--- src/rtl/adc_scan_diag_cfg.svh ---
`ifndef ADC_SCAN_DIAG_CFG_SVH
`define ADC_SCAN_DIAG_CFG_SVH

// register offsets
`define OFS_SCAN_CONTROL        8'h10
`define OFS_MANUAL_CHANNEL      8'h11
`define OFS_SCAN_CH_ENABLES     8'h12
`define OFS_DIAG_UNLOCK         8'hBF
`define OFS_DIAG_CONTROL        8'hC0
`define OFS_SAMPLE_PHASE_LOW    8'hC1
`define OFS_SAMPLE_PHASE_HIGH   8'hC2

// field positions
`define POS_SCAN_MODE_LO        0
`define POS_SCAN_MODE_HI        1
`define POS_SEQUENCE_RUN        4
`define POS_CHID_LO             0
`define POS_CHID_HI             3
`define POS_CHID_RSVD           3
`define POS_DECISION_STEP       0
`define POS_TEST_VOLTAGE        4

// reset values
`define RST_SCAN_CONTROL        8'h00
`define RST_MANUAL_CHANNEL      8'h00
`define RST_SCAN_CH_ENABLES     8'h00
`define RST_DIAG_UNLOCK         8'h00
`define RST_DIAG_CONTROL        8'h00
`define RST_SAMPLE_PHASE_LOW    8'h00

// constants
`define DIAG_UNLOCK_KEY         8'h96
`define NUM_CHANNELS            8

`endif

--- src/rtl/adc_scan_diag_pkg.sv ---
package adc_scan_diag_pkg;

    typedef enum logic [1:0] {
        SCAN_MANUAL   = 2'h0,
        SCAN_AUTO     = 2'h1,
        SCAN_ON_FLY   = 2'h2,
        SCAN_RESERVED = 2'h3
    } scan_mode_t;

    // gray order along idle -> scanning
    typedef enum logic [1:0] {
        SEQ_IDLE = 2'h0,
        SEQ_SCAN = 2'h1
    } seq_state_t;

    typedef logic [7:0] reg_byte_t;
    typedef logic [2:0] channel_t;

endpackage : adc_scan_diag_pkg

--- src/rtl/adc_channel_scan_diag_regs.sv ---
`timescale 1ns/1ps
`include "adc_scan_diag_cfg.svh"

// Function
// - scan mode field: 00 manual, 01 auto mask scan, 10 on-the-fly, 11 reserved
// - in auto mode the run bit starts ascending scan of enabled channels; clear stops
// - manual mode: codes 0 to 7 select input for next conversion; top bit reserved
// - each scan mask bit includes its input in the automatic scan when set, unless that channel is flagged as general-purpose I/O
// - writing 0x96 to the unlock key opens writes to 0xC0 and 0xC1; 0xC2 has no register and reads zero
// - test voltage route bit connects input six to the 1.8V test source
// - test voltage route has no effect while decision step mode is set
// - diagnostics control bit 0 switches converter decisions to bit-walk mode
// - low sampling-phase pattern defines bit positions 7 to 0 during sampling
// - low sampling-phase pattern has no effect while diagnostics are inactive
// - a channel flagged in the channel function selection acts as general-purpose I/O
module adc_channel_scan_diag_regs
    import adc_scan_diag_pkg::*;
(
    // clock and reset
    input  wire logic                           ref_clk,
    input  wire logic                           rst_n,
    // register access port
    input  wire logic                           reg_wr_en,
    input  wire logic                           reg_rd_en,
    input  wire logic [7:0]                     reg_addr,
    input  wire logic [7:0]                     reg_wr_data,
    output logic      [7:0]                     reg_rd_data,
    output logic                                reg_rd_valid,
    // converter side
    input  wire logic [7:0]                     gpio_channel_select,
    input  wire logic                           conv_done,
    output adc_scan_diag_pkg::scan_mode_t       scan_mode_select,
    output logic                                sequence_run,
    output adc_scan_diag_pkg::channel_t         conv_channel,
    output logic                                conv_channel_valid,
    output logic      [7:0]                     analog_inputs,
    // diagnostics
    output logic                                diagnostics_active,
    output logic                                test_voltage_route,
    output logic                                decision_step_mode,
    output logic      [7:0]                     sample_phase_bits
);
    import adc_scan_diag_pkg::*;

    // register storage
    reg_byte_t  scan_control_q, scan_control_d;
    reg_byte_t  manual_channel_q, manual_channel_d;
    reg_byte_t  scan_enables_q, scan_enables_d;
    reg_byte_t  diag_unlock_q, diag_unlock_d;
    reg_byte_t  diag_control_q, diag_control_d;
    reg_byte_t  phase_low_q, phase_low_d;
    reg_byte_t  rd_data_q, rd_data_d;
    logic       rd_valid_q, rd_valid_d;

    logic       unlocked;
    logic       wr_diag_ok;

    assign unlocked   = (diag_unlock_q == `DIAG_UNLOCK_KEY);
    assign wr_diag_ok = reg_wr_en && unlocked;

    always_comb begin
        scan_control_d   = scan_control_q;
        manual_channel_d = manual_channel_q;
        scan_enables_d   = scan_enables_q;
        diag_unlock_d    = diag_unlock_q;
        diag_control_d   = diag_control_q;
        phase_low_d      = phase_low_q;
        if (reg_wr_en) begin
            case (reg_addr)
                `OFS_SCAN_CONTROL: begin
                    // only mode and run bits are writable
                    scan_control_d = 8'h00;
                    scan_control_d[`POS_SCAN_MODE_HI:`POS_SCAN_MODE_LO] =
                        reg_wr_data[`POS_SCAN_MODE_HI:`POS_SCAN_MODE_LO];
                    scan_control_d[`POS_SEQUENCE_RUN] =
                        reg_wr_data[`POS_SEQUENCE_RUN];
                end
                `OFS_MANUAL_CHANNEL: begin
                    manual_channel_d = 8'h00;
                    manual_channel_d[`POS_CHID_HI:`POS_CHID_LO] =
                        reg_wr_data[`POS_CHID_HI:`POS_CHID_LO];
                end
                `OFS_SCAN_CH_ENABLES: begin
                    scan_enables_d = reg_wr_data;
                end
                `OFS_DIAG_UNLOCK: begin
                    diag_unlock_d = reg_wr_data;
                end
                default: begin
                end
            endcase
        end
        if (wr_diag_ok) begin
            case (reg_addr)
                `OFS_DIAG_CONTROL: begin
                    diag_control_d = 8'h00;
                    diag_control_d[`POS_TEST_VOLTAGE] =
                        reg_wr_data[`POS_TEST_VOLTAGE];
                    diag_control_d[`POS_DECISION_STEP] =
                        reg_wr_data[`POS_DECISION_STEP];
                end
                `OFS_SAMPLE_PHASE_LOW: begin
                    phase_low_d = reg_wr_data;
                end
                default: begin
                end
            endcase
        end
    end

    // read path, one cycle latency, unmapped reads zero
    always_comb begin
        rd_valid_d = reg_rd_en;
        rd_data_d  = 8'h00;
        if (reg_rd_en) begin
            case (reg_addr)
                `OFS_SCAN_CONTROL:     rd_data_d = scan_control_q;
                `OFS_MANUAL_CHANNEL:   rd_data_d = manual_channel_q;
                `OFS_SCAN_CH_ENABLES:  rd_data_d = scan_enables_q;
                `OFS_DIAG_UNLOCK:      rd_data_d = diag_unlock_q;
                `OFS_DIAG_CONTROL:     rd_data_d = diag_control_q;
                `OFS_SAMPLE_PHASE_LOW: rd_data_d = phase_low_q;
                default:               rd_data_d = 8'h00;
            endcase
        end
    end

    always_ff @(posedge ref_clk) begin
        if (!rst_n) begin
            scan_control_q   <= `RST_SCAN_CONTROL;
            manual_channel_q <= `RST_MANUAL_CHANNEL;
            scan_enables_q   <= `RST_SCAN_CH_ENABLES;
            diag_unlock_q    <= `RST_DIAG_UNLOCK;
            diag_control_q   <= `RST_DIAG_CONTROL;
            phase_low_q      <= `RST_SAMPLE_PHASE_LOW;
            rd_data_q        <= 8'h00;
            rd_valid_q       <= 1'b0;
        end else begin
            scan_control_q   <= scan_control_d;
            manual_channel_q <= manual_channel_d;
            scan_enables_q   <= scan_enables_d;
            diag_unlock_q    <= diag_unlock_d;
            diag_control_q   <= diag_control_d;
            phase_low_q      <= phase_low_d;
            rd_data_q        <= rd_data_d;
            rd_valid_q       <= rd_valid_d;
        end
    end

    // channel sequencer
    scan_mode_t mode;
    logic       run_bit;
    logic [7:0] eff_mask;
    logic [7:0] above_mask;
    seq_state_t state_q, state_d;
    channel_t   chan_q, chan_d;
    logic       chan_ok_q, chan_ok_d;
    logic [7:0] ain_q, ain_d;

    assign mode    = scan_mode_t'(scan_control_q[`POS_SCAN_MODE_HI:`POS_SCAN_MODE_LO]);
    assign run_bit = scan_control_q[`POS_SEQUENCE_RUN];

    genvar gi;
    generate
        for (gi = 0; gi < `NUM_CHANNELS; gi++) begin : g_chan
            // gpio channels leave the analog scan
            assign eff_mask[gi]   = scan_enables_q[gi] & ~gpio_channel_select[gi];
            assign above_mask[gi] = eff_mask[gi] & (3'(gi) > chan_q);
        end
    endgenerate

    function automatic channel_t lowest_set(input logic [7:0] m);
        channel_t c;
        c = 3'h0;
        for (int i = `NUM_CHANNELS - 1; i >= 0; i--) begin
            if (m[i]) begin
                c = 3'(i);
            end
        end
        return c;
    endfunction

    always_comb begin
        state_d   = state_q;
        chan_d    = chan_q;
        chan_ok_d = chan_ok_q;
        ain_d     = ~gpio_channel_select;
        case (state_q)
            SEQ_IDLE: begin
                chan_ok_d = 1'b0;
                if (mode == SCAN_MANUAL) begin
                    chan_d    = manual_channel_q[2:0];
                    // reserved code or gpio channel gives no valid input
                    chan_ok_d = !manual_channel_q[`POS_CHID_RSVD] &&
                                !gpio_channel_select[manual_channel_q[2:0]];
                end else if (mode == SCAN_AUTO && run_bit && (eff_mask != 8'h00)) begin
                    state_d   = SEQ_SCAN;
                    chan_d    = lowest_set(eff_mask);
                    chan_ok_d = 1'b1;
                end
            end
            SEQ_SCAN: begin
                if (mode != SCAN_AUTO || !run_bit || (eff_mask == 8'h00)) begin
                    state_d   = SEQ_IDLE;
                    chan_ok_d = 1'b0;
                end else begin
                    chan_ok_d = eff_mask[chan_q];
                    if (conv_done) begin
                        // ascending order, wrap to the lowest enabled
                        chan_d    = (above_mask != 8'h00) ? lowest_set(above_mask)
                                                          : lowest_set(eff_mask);
                        chan_ok_d = 1'b1;
                    end
                end
            end
            default: begin
                state_d   = SEQ_IDLE;
                chan_ok_d = 1'b0;
            end
        endcase
    end

    always_ff @(posedge ref_clk) begin
        if (!rst_n) begin
            state_q   <= SEQ_IDLE;
            chan_q    <= 3'h0;
            chan_ok_q <= 1'b0;
            ain_q     <= 8'h00;
        end else begin
            state_q   <= state_d;
            chan_q    <= chan_d;
            chan_ok_q <= chan_ok_d;
            ain_q     <= ain_d;
        end
    end

    // diagnostics outputs, registered from next register values
    logic       active_q, active_d;
    logic       route_q, route_d;
    logic       step_q, step_d;
    logic [7:0] phase_q, phase_d;

    always_comb begin
        active_d = (diag_unlock_d == `DIAG_UNLOCK_KEY);
        step_d   = diag_control_d[`POS_DECISION_STEP];
        route_d  = diag_control_d[`POS_TEST_VOLTAGE] && !step_d;
        phase_d  = active_d ? phase_low_d : 8'h00;
    end

    always_ff @(posedge ref_clk) begin
        if (!rst_n) begin
            active_q <= 1'b0;
            route_q  <= 1'b0;
            step_q   <= 1'b0;
            phase_q  <= 8'h00;
        end else begin
            active_q <= active_d;
            route_q  <= route_d;
            step_q   <= step_d;
            phase_q  <= phase_d;
        end
    end

    // mode and run mirrors straight from the control register
    assign scan_mode_select   = mode;
    assign sequence_run       = run_bit;
    assign conv_channel       = chan_q;
    assign conv_channel_valid = chan_ok_q;
    assign analog_inputs      = ain_q;
    assign diagnostics_active = active_q;
    assign test_voltage_route = route_q;
    assign decision_step_mode = step_q;
    assign sample_phase_bits  = phase_q;
    assign reg_rd_data        = rd_data_q;
    assign reg_rd_valid       = rd_valid_q;

    // checks
    a_locked_write: assert property (@(posedge ref_clk) disable iff (!rst_n)
        reg_wr_en && !unlocked && reg_addr == `OFS_DIAG_CONTROL
        |=> $stable(diag_control_q))
        else $error("diag control changed while locked");

    a_unlock_opens: assert property (@(posedge ref_clk) disable iff (!rst_n)
        reg_wr_en && unlocked && reg_addr == `OFS_SAMPLE_PHASE_LOW
        |=> phase_low_q == $past(reg_wr_data))
        else $error("unlocked write to phase pattern lost");

    a_route_masked: assert property (@(posedge ref_clk) disable iff (!rst_n)
        step_q |-> !route_q)
        else $error("test voltage routed during decision step mode");

    a_route_follows: assert property (@(posedge ref_clk) disable iff (!rst_n)
        route_q == (diag_control_q[`POS_TEST_VOLTAGE] && !diag_control_q[`POS_DECISION_STEP]))
        else $error("test voltage route disagrees with control");

    a_step_follows: assert property (@(posedge ref_clk) disable iff (!rst_n)
        step_q == diag_control_q[`POS_DECISION_STEP])
        else $error("decision step mode disagrees with control");

    a_phase_gated: assert property (@(posedge ref_clk) disable iff (!rst_n)
        sample_phase_bits == (unlocked ? phase_low_q : 8'h00))
        else $error("sample phase pattern not gated by diagnostics");

    a_manual_chan: assert property (@(posedge ref_clk) disable iff (!rst_n)
        mode == SCAN_MANUAL && state_q == SEQ_IDLE ##1 mode == SCAN_MANUAL
        |-> chan_ok_q == (!$past(manual_channel_q[3]) &&
                          !$past(gpio_channel_select[manual_channel_q[2:0]])))
        else $error("manual channel validity wrong");

    a_scan_start: assert property (@(posedge ref_clk) disable iff (!rst_n)
        state_q == SEQ_IDLE && mode == SCAN_AUTO && run_bit && eff_mask != 8'h00
        |=> state_q == SEQ_SCAN && eff_mask[chan_q])
        else $error("auto scan did not start on enabled channel");

    a_scan_stop: assert property (@(posedge ref_clk) disable iff (!rst_n)
        state_q == SEQ_SCAN && !run_bit |=> state_q == SEQ_IDLE && !chan_ok_q)
        else $error("scan did not stop when run bit cleared");

    a_scan_mask: assert property (@(posedge ref_clk) disable iff (!rst_n)
        state_q == SEQ_SCAN && conv_done && $stable(eff_mask) && mode == SCAN_AUTO && run_bit
        |=> eff_mask[chan_q] || !chan_ok_q)
        else $error("scan advanced to an excluded channel");

    a_rsvd_zero: assert property (@(posedge ref_clk) disable iff (!rst_n)
        scan_control_q[7:5] == 3'h0 && manual_channel_q[7:4] == 4'h0)
        else $error("reserved bits not zero");

    c_unlock: cover property (@(posedge ref_clk) disable iff (!rst_n)
        !unlocked ##1 unlocked ##[1:20] route_q);
    c_scan_wrap: cover property (@(posedge ref_clk) disable iff (!rst_n)
        state_q == SEQ_SCAN && conv_done && above_mask == 8'h00);
    c_manual_ok: cover property (@(posedge ref_clk) disable iff (!rst_n)
        mode == SCAN_MANUAL && chan_ok_q);

endmodule // adc_channel_scan_diag_regs

--- config.mk ---
export PLATFORM = sky130hd
export DESIGN_NAME = adc_channel_scan_diag_regs
export DESIGN_NICKNAME = d
export VERILOG_FILES = /design/src/rtl/adc_scan_diag_pkg.sv /design/src/rtl/adc_channel_scan_diag_regs.sv
export VERILOG_INCLUDE_DIRS = /design/src /design/src/rtl
export SDC_FILE = /design/constraint.sdc
export NUM_CORES = 1
export LEC_CHECK = 0
export BUFFER_PORTS_ARGS = -buffer_cell sky130_fd_sc_hd__buf_4
export CAP_MARGIN = 20
export CELL_PAD_IN_SITES_DETAIL_PLACEMENT = 1
export CELL_PAD_IN_SITES_GLOBAL_PLACEMENT = 1
export CORE_ASPECT_RATIO = 1.2
export CORE_UTILIZATION = 44
export DETAILED_ROUTE_END_ITERATION = 12
export PLACE_DENSITY = 0.83
export SETUP_SLACK_MARGIN = 0.1
export SYNTH_ARGS = -nofsm -noshare
export SYNTH_HDL_FRONTEND = slang
export SYNTH_SLANG_ARGS = --single-unit
--- constraint.sdc ---
create_clock -name ref_clk -period 3.41 [get_ports ref_clk]
set_clock_uncertainty 0.15 [all_clocks]
set_input_delay 0.682 -clock ref_clk [delete_from_list [all_inputs] [get_ports ref_clk]]
set_output_delay 0.682 -clock ref_clk [all_outputs]
set_load 0.02 [all_outputs]
==> flow_summary.yaml <==
outcome:
  status: "completed"
sta:
  finalSetupViolCount: 0
  max_slew_margin: 0.3279
  finalSetupTns_ps: 0
  tightest_slew_ps: 999.7
  max_freq_mhz: 438.4
  slew_viol_final: 0
  period_share: 0.6690
  finalCriticalPeriod_ps: 2281
  hold_violations: 0
  setup_ws_ps: 1129
  rsz0062_at_grt: "false"
synthesis:
  netlist_area_sq_um: 2957
  syn_avg_cell_area_sq_um: 9.154
  synthCells: 323
  syn_nets: 352
  async_reset_ff_frac: 0
  synthFlopType: "dfxtp_1"
  synth-seq-cells: 65
  ys_warn_count: 0
  ys_seq_area_frac: 0.4401
  synth_edf_count: 0
  ys_types: 49
worst_hold_path:
  hold_class: "reg2reg"
pwr:
  p_leak_nw: 1.333
  p_per_area_nw_per_um2: 422.1
  max-vdd-ir-drop_uv: 246.6
clock_tree:
  cts.sinks: 65
  cts_tree: "done"
  cts_setup_buffers: 0
  clock_tree.root_cell: "clkbuf_8"
  ctsResizeCount: 0
  clk_pin_slew_ps: 70
  cts_hold_buf: 0
  cts_buffers: 9
  htreeDepth: 3
  cts_max_path_buffers: 2
  clkLatencyLatePin_ps: 340
global_routing:
  track_usage: 0.2518
  grt_first_pass_wirelength_mm: 13.97
  grt_pass1_vias: 2889
  grt_max_degree: 50
  antenna_found_initial: 0
  grt_overflow: 0
critical_path:
  required_ps: 3490
  crit_fanout: 7
  start_kind: "primary input"
  critPathCaptureType: "flip-flop"
  worstPathArrival_ps: 2360
  crit_type: "in2reg"
die:
  die_x_um: 76.83
  die_area_sq_um: 7053
  coreArea_sq_um: 6446
  pin_count: 64
  initial_core_util: 0.4587
  num_rows: 32
  die_h_um: 91.80
routing:
  vias: 2744
  routed_wl_mm: 8.431
  dr.first_iter.drc_count: 185
  wl_per_cell_um: 17.75
  vias_per_cell: 5.777
  ant_nets: 0
  drtPass1Iterations: 5
  drcViolationCount: 0
job:
  drv_cap: 0
final_layout:
  antenna_cells: 0
  fillers: 770
  drive_gt1_frac: 0.2462
  nets: 414
  final_cell_count_no_fill: 475
  area_delta_synth_final_pct: 25.05
placed_design:
  place_hpwl_mm: 6.083
  gp_congestion: 0.9054
  portBuffers: 63
  place_ws_ps: 793.8
  place_inst: 459
-- metal layers --
metal / wire (um) / global-route usage / share of wire
met3: 265 / 0.03881 / 0.031
met4: 200 / 0.1138 / 0.024
met1: 3499 / 0.2881 / 0.42
met5: 0 / 0 / 0
met2: 4466 / 0.4561 / 0.53
-- logic make-up after synthesis --
kind of cell	count (synthesis)	share of synthesized area
flip-flops	65	0.4401
AO/OA/AOI/OAI	76	0.1904
buffers and inverters	20	0.03004
AND/OR/NAND/NOR	146	0.2683
multiplexers	16	0.07110
-- path summary, 6_finish.rpt --
kind	start	to	slack, ps	cells past startpoint
min reg2reg	phase_low_q[4]$_SDFF_PN0_	reg_rd_data[4]$_SDFF_PN0_	330	2
min	phase_low_q[4]$_SDFF_PN0_	reg_rd_data[4]$_SDFF_PN0_	330	2
max reg2reg	scan_enables_q[5]$_SDFFE_PN0P_	conv_channel[1]$_SDFFE_PN0P_	1150	6
max	gpio_channel_select[7]	conv_channel[1]$_SDFFE_PN0P_	1130	7
-- report_power, final --
group | switching, mW | internal [mW] | leakage [nW] | total, mW
registers | 0.00215 | 0.765 | 0.526 | 0.767
clock network | 0.314 | 0.383 | 0.110 | 0.696
logic | 0.0527 | 0.0445 | 0.697 | 0.0972
-- cell type report --
| class | count | area (sq um) | area share |
|---|---|---|---|
| clock inverters | 5 | 61.31 | 0.01658 |
| flip-flops and latches | 65 | 1301 | 0.3519 |
| repair buffers | 65 | 488.0 | 0.1320 |
| inverters | 6 | 22.52 | 0.006091 |
| multi-input cells | 238 | 1567 | 0.4237 |
| well taps | 85 | 106.4 | 0.02876 |
| clock buffers | 11 | 151.4 | 0.04095 |
-- cells in the mapped netlist, drive strengths merged, types with 4 or more instances --
cell	n	area, sq um
a22oi	10	75.07
and2	4	25.02
clkbuf	9	35.03
nand3	27	135.1
nand2b	7	43.79
a222oi	4	40.04
nor3	8	72.57
nand2	38	145.1
nor2b	24	150.1
inv	6	22.52
a21oi	8	40.04
o21ai	8	43.79
dfxtp	65	1301
nand4	4	25.02
mux4	4	90.09
mux2i	12	120.1
nor2	21	81.33
a21boi	24	180.2
buf	5	31.28
or3	4	25.02
-- critical path, stage by stage --
cell	delay [ps]
buf_4	120
nor2b_1	340
or4_1	220
o21a_1	170
a2bb2oi_1	350
o311ai_0	210
o221a_2	270
-- layout by cell type (no fill, tap or decap), types with 2 or more instances in the layout --
| cell type | synthesis | layout |
|---|---|---|
| dfxtp_1 | 65 | 65 |
| buf_4 | 0 | 65 |
| nand2_1 | 37 | 37 |
| nand3_1 | 27 | 27 |
| nor2b_1 | 24 | 24 |
| a21boi_0 | 24 | 24 |
| nor2_1 | 20 | 20 |
| mux2i_1 | 12 | 12 |
| clkbuf_8 | 0 | 11 |
| a22oi_1 | 10 | 10 |
| a21oi_1 | 8 | 8 |
| nand2b_1 | 7 | 7 |
| o21ai_0 | 7 | 7 |
| inv_1 | 6 | 6 |
| nand4_1 | 4 | 4 |
| or3_1 | 4 | 4 |
| and2_1 | 4 | 4 |
| nor3_1 | 4 | 4 |
| a222oi_1 | 4 | 4 |
| mux4_2 | 4 | 4 |
| o31ai_1 | 3 | 3 |
| nor3_2 | 2 | 2 |
| nor3b_1 | 2 | 2 |
| nor3_4 | 2 | 2 |
| a31oi_1 | 2 | 2 |
| o32ai_1 | 2 | 2 |
| a2bb2oi_1 | 2 | 2 |
| o311ai_0 | 2 | 2 |
| o41ai_1 | 2 | 2 |
| nor4_1 | 2 | 2 |
| inv_6 | 0 | 2 |
-- per-stage QoR --
step	hold WS, ps	total power [mW]	util	instance area (sq um)
after floorplan	295.7	0.8286	-	2957
after global placement	312.2	0.8821	0.5406	3485
after detailed placement	315.7	0.8828	0.5406	3485
after CTS	328.8	1.571	0.5736	3697
after global routing	354.7	1.605	0.5736	3697
final	330.2	1.561	0.5736	3697
-- state kept, by name, summed over array words and instances, names as in the netlist --
register / count
analog_inputs: 8
diag_unlock_q: 8
phase_low_q: 8
reg_rd_data: 8
sample_phase_bits: 8
scan_enables_q: 8
manual_channel_q: 4
conv_channel: 3
scan_control_q: 3
diag_control_q: 2
conv_channel_valid: 1
diagnostics_active: 1
reg_rd_valid: 1
state_q: 1
test_voltage_route: 1
Note: power is estimated with default switching activity, not from simulation.
